### src/devctl_defines.vh
// offsets, field positions and reset values of the device control/status pair
// included by the register bank only; the pin synchroniser does not include it
`ifndef DEVCTL_DEFINES_VH
`define DEVCTL_DEFINES_VH
`define OFS_DEVICE_CONTROL 12'h0e8
`define OFS_DEVICE_STATUS 12'h0ea
`define CTL_CORR_EN 0
`define CTL_NONFATAL_EN 1
`define CTL_FATAL_EN 2
`define CTL_UR_EN 3
`define CTL_RELAXED_EN 4
`define CTL_PAYLOAD_LO 5
`define CTL_PAYLOAD_HI 7
`define CTL_EXT_TAG 8
`define CTL_PHANTOM 9
`define CTL_AUX_PM 10
`define CTL_NO_SNOOP 11
`define CTL_READREQ_LO 12
`define CTL_READREQ_HI 14
`define STS_CORR 0
`define STS_NONFATAL 1
`define STS_FATAL 2
`define STS_UR 3
`define STS_AUX_POWER 4
`define STS_PENDING 5
`define STS_LANE_LO 16
`define RST_ERR_EN 4'h0
`define RST_RELAXED_EN 1'h1
`define RST_PAYLOAD 3'h0
`define RST_EXT_TAG 1'h0
`define RST_PHANTOM 1'h0
`define RST_NO_SNOOP 1'h1
`define RST_READREQ 3'h2
`define RST_PAYLOAD_CAP 3'h1
`endif

### src/pin_sync.v
// three-stage synchroniser with second/third agreement
// assumes pin input is asynchronous to clock
`timescale 1ns/100ps
module pin_sync #(
    parameter RESET_VAL = 1'b0
) (
    // clock
    input wire clock,
    input wire rst,
    // pin and result
    input wire pin,
    output reg level_r
);
    reg s1_r;
    reg s2_r;
    reg s3_r;
    always @(posedge clock) begin
        if (rst) begin
            s1_r <= RESET_VAL;
            s2_r <= RESET_VAL;
            s3_r <= RESET_VAL;
            level_r <= RESET_VAL;
        end else begin
            s1_r <= pin;
            s2_r <= s1_r;
            s3_r <= s2_r;
            if (s2_r == s3_r) begin
                level_r <= s3_r;
            end
        end
    end
endmodule // pin_sync

### src/pcie_device_control_status.v
// device control and device status configuration registers
// config port accesses 32-bit dwords with byte enables, read data registered
//
// Behaviour
// control bits 0..3 are error reporting enables, reset to zero
// bit 4 relaxed ordering enable, resets one, gates the relaxed attribute
// payload field 7:5 resets to 128 bytes, limits transmitted payload
// receiver accepts payloads up to the programmed payload size
// software programs payload no larger than the advertised capability
// bits 8 and 9 are plain storage resetting to zero, no effect
// bit 10 reads zero, writes ignored
// bit 11 no snoop enable, resets one, further gated by global select
// read request field 14:12 resets to 512 bytes, limits read requests
// software should not change read request size while reads are active
// status bits 0..2 set on detected errors, write one to clear
// status bit 3 set on unsupported request, write one to clear
// status bit 4 follows aux power strap, reset by power on only
// status bit 5 reads one while non-posted requests await completion
// advertised payload capability defaults to 256, loadable from nvm
// reserved bits read zero; detected bits set regardless of enables
`timescale 1ns/100ps
`include "devctl_defines.vh"
module pcie_device_control_status (
    // clock and resets
    input wire clock,
    input wire rst,
    input wire power_on_rst,
    // configuration access, byte address, low two bits ignored
    input wire cfg_req,
    input wire cfg_wr,
    input wire [11:0] cfg_addr,
    input wire [3:0] cfg_be,
    input wire [31:0] cfg_wdata,
    output reg [31:0] cfg_rdata,
    output reg cfg_ack,
    // error events, one-cycle pulses
    input wire err_corr,
    input wire err_nonfatal,
    input wire err_fatal,
    input wire err_unsupported,
    // device state
    input wire aux_power_pin,
    input wire np_pending,
    input wire nvm_cap_load,
    input wire [2:0] nvm_payload_cap,
    input wire [1:0] snoop_bypass_select,
    input wire relaxed_order_disable,
    // transmit and request limits
    input wire [2:0] tx_payload_req,
    input wire [2:0] rd_req_size,
    input wire [2:0] rx_payload,
    // field outputs
    output reg [3:0] err_report_en,
    output reg relaxed_order_allow,
    output reg no_snoop_allow,
    output reg [2:0] max_payload,
    output reg [2:0] max_read_req,
    output reg [2:0] payload_cap,
    output reg tx_payload_ok,
    output reg rd_req_ok,
    output reg rx_payload_ok
);
    localparam [11:0] CTL_OFS = `OFS_DEVICE_CONTROL;
    reg [3:0] err_en_r;
    reg relaxed_en_r;
    reg [2:0] payload_r;
    reg ext_tag_r;
    reg phantom_r;
    reg no_snoop_r;
    reg [2:0] readreq_r;
    reg [3:0] err_det_r;
    reg [3:0] err_det_nxt;
    reg [2:0] cap_r;
    reg aux_power_r;
    wire aux_sync;
    wire hit;
    wire rd_hit;
    wire ctl_lo_wr;
    wire ctl_hi_wr;
    wire sts_clr_wr;
    wire [3:0] clr_mask;
    wire [31:0] rd_word;
    wire [15:0] ctl_word;
    wire [15:0] sts_word;
    wire [3:0] err_evt;

    ////////////////////////////////////////////////////////////////////////
    pin_sync #(
        .RESET_VAL(1'b0)
    ) u_aux_sync (
        .clock(clock),
        .rst(power_on_rst),
        .pin(aux_power_pin),
        .level_r(aux_sync)
    );

    // only the dword holding both registers decodes; low address bits ignored
    assign hit = cfg_req && (cfg_addr[11:2] == CTL_OFS[11:2]);
    assign rd_hit = hit && !cfg_wr;
    assign err_evt = {err_unsupported, err_fatal, err_nonfatal, err_corr};
    assign ctl_word = {1'b0, readreq_r, no_snoop_r, 1'b0, phantom_r, ext_tag_r,
                       payload_r, relaxed_en_r, err_en_r};
    assign sts_word = {10'h000, np_pending, aux_power_r, err_det_r};
    assign rd_word = {sts_word, ctl_word};

    ////////////////////////////////////////////////////////////////////////
    // byte lane strobes; lane 3 holds nothing writable
    assign ctl_lo_wr = hit && cfg_wr && cfg_be[0];
    assign ctl_hi_wr = hit && cfg_wr && cfg_be[1];
    assign sts_clr_wr = hit && cfg_wr && cfg_be[2];
    assign clr_mask = cfg_wdata[`STS_LANE_LO + `STS_UR:`STS_LANE_LO + `STS_CORR];

    ////////////////////////////////////////////////////////////////////////
    // aux power strap, only power-on reset touches it
    always @(posedge clock) begin
        if (power_on_rst) begin
            aux_power_r <= 1'b0;
        end else begin
            aux_power_r <= aux_sync;
        end
    end

    ////////////////////////////////////////////////////////////////////////
    // capability, reset default then nvm load
    always @(posedge clock) begin
        if (rst) begin
            cap_r <= `RST_PAYLOAD_CAP;
        end else if (nvm_cap_load) begin
            cap_r <= nvm_payload_cap;
        end
    end

    ////////////////////////////////////////////////////////////////////////
    // control register
    always @(posedge clock) begin
        if (rst) begin
            err_en_r <= `RST_ERR_EN;
            relaxed_en_r <= `RST_RELAXED_EN;
            payload_r <= `RST_PAYLOAD;
            ext_tag_r <= `RST_EXT_TAG;
            phantom_r <= `RST_PHANTOM;
            no_snoop_r <= `RST_NO_SNOOP;
            readreq_r <= `RST_READREQ;
        end else begin
            // payload field lies in lane 0, but its top bit 7 is written with the lane 1 strobe
            if (ctl_lo_wr) begin
                err_en_r <= cfg_wdata[`CTL_UR_EN:`CTL_CORR_EN];
                relaxed_en_r <= cfg_wdata[`CTL_RELAXED_EN];
                payload_r[0] <= cfg_wdata[`CTL_PAYLOAD_LO];
                payload_r[1] <= cfg_wdata[`CTL_PAYLOAD_LO + 1];
            end
            if (ctl_hi_wr) begin
                payload_r[2] <= cfg_wdata[`CTL_PAYLOAD_HI];
                ext_tag_r <= cfg_wdata[`CTL_EXT_TAG];
                phantom_r <= cfg_wdata[`CTL_PHANTOM];
                no_snoop_r <= cfg_wdata[`CTL_NO_SNOOP];
                readreq_r <= cfg_wdata[`CTL_READREQ_HI:`CTL_READREQ_LO];
            end
        end
    end

    ////////////////////////////////////////////////////////////////////////
    // status flags, set wins over clear
    // an event in the clearing cycle keeps its flag set
    always @* begin
        err_det_nxt = err_det_r;
        if (sts_clr_wr) begin
            err_det_nxt = err_det_r & ~clr_mask;
        end
        err_det_nxt = err_det_nxt | err_evt;
    end

    always @(posedge clock) begin
        if (rst) begin
            err_det_r <= 4'h0;
        end else begin
            err_det_r <= err_det_nxt;
        end
    end

    ////////////////////////////////////////////////////////////////////////
    // config read port
    always @(posedge clock) begin
        if (rst) begin
            cfg_ack <= 1'b0;
            cfg_rdata <= 32'h00000000;
        end else begin
            // every request is acknowledged, mapped or not
            cfg_ack <= cfg_req;
            if (rd_hit) begin
                cfg_rdata <= rd_word;
            end else begin
                cfg_rdata <= 32'h00000000;
            end
        end
    end

    ////////////////////////////////////////////////////////////////////////
    // field outputs and limit checks
    always @(posedge clock) begin
        if (rst) begin
            err_report_en <= `RST_ERR_EN;
            relaxed_order_allow <= 1'b0;
            no_snoop_allow <= 1'b0;
            max_payload <= `RST_PAYLOAD;
            max_read_req <= `RST_READREQ;
            payload_cap <= `RST_PAYLOAD_CAP;
            tx_payload_ok <= 1'b0;
            rd_req_ok <= 1'b0;
            rx_payload_ok <= 1'b0;
        end else begin
            err_report_en <= err_en_r;
            relaxed_order_allow <= relaxed_en_r && !relaxed_order_disable;
            no_snoop_allow <= no_snoop_r && (snoop_bypass_select != 2'h0);
            max_payload <= payload_r;
            max_read_req <= readreq_r;
            payload_cap <= cap_r;
            // sizes compare as encodings, a larger code is a larger size
            tx_payload_ok <= (tx_payload_req <= payload_r);
            rd_req_ok <= (rd_req_size <= readreq_r);
            rx_payload_ok <= (rx_payload <= payload_r);
        end
    end
endmodule // pcie_device_control_status

### config.mk
export PLATFORM = sky130hd
export DESIGN_NAME = pcie_device_control_status
export DESIGN_NICKNAME = d
export VERILOG_FILES = /design/src/pin_sync.v /design/src/pcie_device_control_status.v
export VERILOG_INCLUDE_DIRS = /design/src /design/src/src
export SDC_FILE = /design/constraint.sdc
export NUM_CORES = 1
export LEC_CHECK = 0
export BUFFER_PORTS_ARGS = -buffer_cell sky130_fd_sc_hd__buf_2
export CAP_MARGIN = 20
export CELL_PAD_IN_SITES_DETAIL_PLACEMENT = 0
export CELL_PAD_IN_SITES_GLOBAL_PLACEMENT = 1
export CORE_MARGIN = 3
export CORE_UTILIZATION = 32
export CTS_CLUSTER_SIZE = 14
export DETAILED_ROUTE_END_ITERATION = 8
export GPL_ROUTABILITY_DRIVEN = 0
export GPL_TIMING_DRIVEN = 0
export PLACE_DENSITY = 0.82
export SLEW_MARGIN = 10
export SYNTH_ARGS = -nofsm -noshare
export SYNTH_HDL_FRONTEND = slang
export SYNTH_SLANG_ARGS = --single-unit
### constraint.sdc
create_clock -name clock -period 1.25 [get_ports clock]
set_input_delay 0.0625 -clock clock [delete_from_list [all_inputs] [get_ports clock]]
set_output_delay 0.0625 -clock clock [all_outputs]
set_load 0.005 [all_outputs]
==> impl_metrics.csv <==
group,metric,value,unit
clock_tree,clk_path_buf_depth,2,
grt,antenna_found_initial,0,
logic_synthesis,netlist.top_cell.by_area,"sky130_fd_sc_hd__dfxtp_1",
timing,final-setup-viol-count,0,
final_layout,multiInputGateArea,916,um2
clock_tree,post-cts-setup-buffer-count,0,
worst_setup_path,timing.critical_path.to_type,"register",
logic_synthesis,syn_inst,222,
clock_tree,cts_tree,"yes",
logic_synthesis,synth_top_area_share,56.1,%
clock_tree,ctsRootBufferMaster,"sky130_fd_sc_hd__clkbuf_8",
logic_synthesis,synth_cell_types,27,
clock_tree,clkLatencyLatePin,0.34,ns
final_layout,areaGrowthSynthToFinish,51.3,%
timing,final.min_clock_period,1.18,ns
worst_setup_path,regToRegSetupSlack,0.07,ns
worst_setup_path,criticalPathCategory,"register to register",
detailed_routing,route.detailed.drc,0,
run_status,run_status,"completed",
power_and_ir_drop,total_power_divided_by_cell_area,1220,nW/um2
power_and_ir_drop,max-vdd-ir-drop,0.481,mV
power_and_ir_drop,p_comb_share,8.2,%
logic_synthesis,synth-warning-count,0,
timing,min_period_over_period,94.8,%
power_and_ir_drop,switching_share,23.7,%
grt,grt_first_pass_wirelength,9.48,mm
timing,fmax,844,MHz
grt,grt_max_degree,14,
detailed_routing,route.vias.total,1971,
power_and_ir_drop,cell_internal_pwr,0.00326,W
clock_tree,clkTransAtPathRegs,0.07,ns
logic_synthesis,synth_sequential_area_ratio,56.1,%
power_and_ir_drop,total_power_consumption,0.00427,W
final_layout,fill_cells,703,
logic_synthesis,synth_commonest_cells,"sky130_fd_sc_hd__dfxtp_1 (65), sky130_fd_sc_hd__nor2_1 (25), sky130_fd_sc_hd__and2_1 (22)",
clock_tree,cts_sinks,65,
hold_path,hold_depth,2,
grt,grt_pass1_vias,1962,
logic_synthesis,syn_area,2320,um2
worst_setup_path,path_max_fanout,3,
clock_tree,h-tree-depth,3,
die,io_pins,126,
timing,final-max-slew-violation-count,0,
worst_setup_path,critical_path.startpoint_type,"register",
final_layout,drive_above_1_share,37.2,%
logic_synthesis,synthFlopType,"sky130_fd_sc_hd__dfxtp_1",
timing,finalHoldWorstSlack,0.0195,ns
timing,timing.clock.skew,0.00543,ns
worst_setup_path,critical_path_required,1.52,ns
placed_design,numPortBuffers,95,
detailed_routing,ant_nets,0,
placed_design,post-dp-hpwl,4.04,mm
detailed_routing,routed_wire_length_per_instance,12.3,um
die,die_width,91.1,um
clock_tree,cts-buffers-inserted,9,
logic_synthesis,synth.avg_cell_area,10.4,um2
final_layout,layoutNonFillerInstCount,472,
logic_synthesis,netlist_top_cells_area,"sky130_fd_sc_hd__dfxtp_1 (56%), sky130_fd_sc_hd__and2_1 (5.9%), sky130_fd_sc_hd__mux2i_1 (5.6%)",
final_layout,final_area,3510,um2
final_layout,finalNetCount,455,
power_and_ir_drop,cellLeakagePower,1.74,nW
grt,grt_overflow,0,
logic_synthesis,post-synth-top-count-cell,"sky130_fd_sc_hd__dfxtp_1",
detailed_routing,drtPass1Iterations,4,
final_layout,final-seq-area,1300,um2
timing,slew_at_the_pin_with_the_worst_max_slew_slack,0.707,ns
grt,grtUsageTotal,14.7,%
flow_run,drv_cap,0,
power_and_ir_drop,total_switching_power,0.00101,W
worst_setup_path,worst_r2r_path_depth,6,
final_layout,final_util,50.8,%
die,chipHeight,91.1,um
hold_path,timing.hold.worst.class,"input port to register",
die,rows,30,
timing,rsz0062_at_grt,"true",
power_and_ir_drop,pwr-share-clk,42.2,%
placed_design,placed_area,2960,um2
die,core,6910,um2
die,initial_core_utilization,33.6,%
final_layout,n_antenna_cell,0,
detailed_routing,routed_wirelength,5.80,mm
die,fp.dieArea,8310,um2
timing,max-slew-margin-rel,52.8,%
logic_synthesis,synth_edf_count,0,
worst_setup_path,critical_path_arrival,1.45,ns
power_and_ir_drop,sequentialPowerShare,49.6,%
logic_synthesis,number_of_storage_elements_in_the_synthesis_netlist,65,
placed_design,placedCellCount,424,
detailed_routing,post_drt_via_cell_ratio,4.18,
detailed_routing,drt-initial-drc-count,28,
timing,hold_violations,0,
logic_synthesis,synthArstFlopShare,0,%
placed cells by master (no fill, tap or decap), types with 5 or more instances in the layout:
master,synthesis,layout
sky130_fd_sc_hd__buf_2,0,95
sky130_fd_sc_hd__dfxtp_1,65,63
sky130_fd_sc_hd__dlygate4sd3_1,0,32
sky130_fd_sc_hd__nor2_1,25,25
sky130_fd_sc_hd__and2_1,22,22
sky130_fd_sc_hd__nor2b_1,17,17
sky130_fd_sc_hd__buf_4,15,15
sky130_fd_sc_hd__mux2i_1,13,13
sky130_fd_sc_hd__conb_1,1,12
sky130_fd_sc_hd__inv_1,11,10
sky130_fd_sc_hd__clkbuf_8,0,9
sky130_fd_sc_hd__ha_1,9,8
sky130_fd_sc_hd__clkbuf_1,5,5
worst paths after layout:
kind / startpoint / to
worst min-delay path: nvm_cap_load / cap_r[0]$_SDFFE_PP1P_
worst max-delay path: payload_r[1]$_SDFFE_PP0P_ / rx_payload_ok$_SDFF_PP0_
worst max register to register: payload_r[1]$_SDFFE_PP0P_ / rx_payload_ok$_SDFF_PP0_
worst min register to register: cap_r[0]$_SDFFE_PP1P_ / payload_cap[0]$_SDFF_PP1_
power groups by stage:
stage	registers [W]	clock network [W]	logic (W)
floorplan	0.00216	0	0.000121
global placement	0.00216	0	0.000258
detailed placement	0.00216	0	0.000261
CTS	0.00212	0.00185	0.000342
global route	0.00212	0.00194	0.000394
finish	0.00211	0.00180	0.000351
layout make-up:
| type | instances | share of cell area, % |
|---|---|---|
| multi-input combinational | 137 | 26.1 |
| clock inverter | 7 | 2.21 |
| tap | 96 | 3.42 |
| timing repair buffer | 127 | 22.7 |
| clock buffer | 9 | 3.53 |
| buffer | 20 | 3.74 |
| sequential | 65 | 37.1 |
| inverter | 11 | 1.18 |
what timing repair did:
item	in CTS	in global routing
hold buffers	32	0
endpoints found under the setup margin	2	4
endpoints found under the hold margin	30	0
gates resized for setup	2	9
routing by layer:
metal | track usage, % | vias to the layer above | wire length, um
met5 | 0 | - | 0
li1 | - | 999 | -
met1 | 16.7 | 873 | 2500
met2 | 25.1 | 88 | 2730
met3 | 4.31 | 11 | 466
met4 | 6.78 | 0 | 104
stage by stage:
stage | setup slack [ns] | TNS, ns
floorplan | 0.123 | 0
global placement | -0.129 | -1.86
detailed placement | -0.123 | -2.38
CTS | 0.0165 | 0
global route | -0.00329 | -0.00329
finish | 0.0655 | 0
flip-flops by register name, indices dropped and copies added (netlist names), 3 cells and up:
signal,count
payload_cap,3
readreq_r,3
err_en_r,4
err_det_r,4
cap_r,3
err_report_en,4
max_payload,3
cfg_rdata,20
payload_r,3
max_read_req,3
critical path, stage by stage (launching register included):
cell and delay (ns):
sky130_fd_sc_hd__dfxtp_2 0.34, sky130_fd_sc_hd__inv_2 0.06, sky130_fd_sc_hd__ha_1 0.29, sky130_fd_sc_hd__nor2b_1 0.13
sky130_fd_sc_hd__o21ai_1 0.11, sky130_fd_sc_hd__nand2b_1 0.07, sky130_fd_sc_hd__a21oi_2 0.11
kinds of logic (layout without fill, tap and decap cells):
kind of cell,Yosys count,in the layout,synth area share [%]
AO/OA/AOI/OAI,16,16,4.26
flip-flops,65,65,56.1
other,1,12,0.162
multiplexers,13,13,5.61
adder cells (fa/ha/maj),9,9,4.85
buffers and inverters,31,174,7.44
AND/OR/NAND/NOR,87,87,21.6
Power figures use the tool's default switching activity.
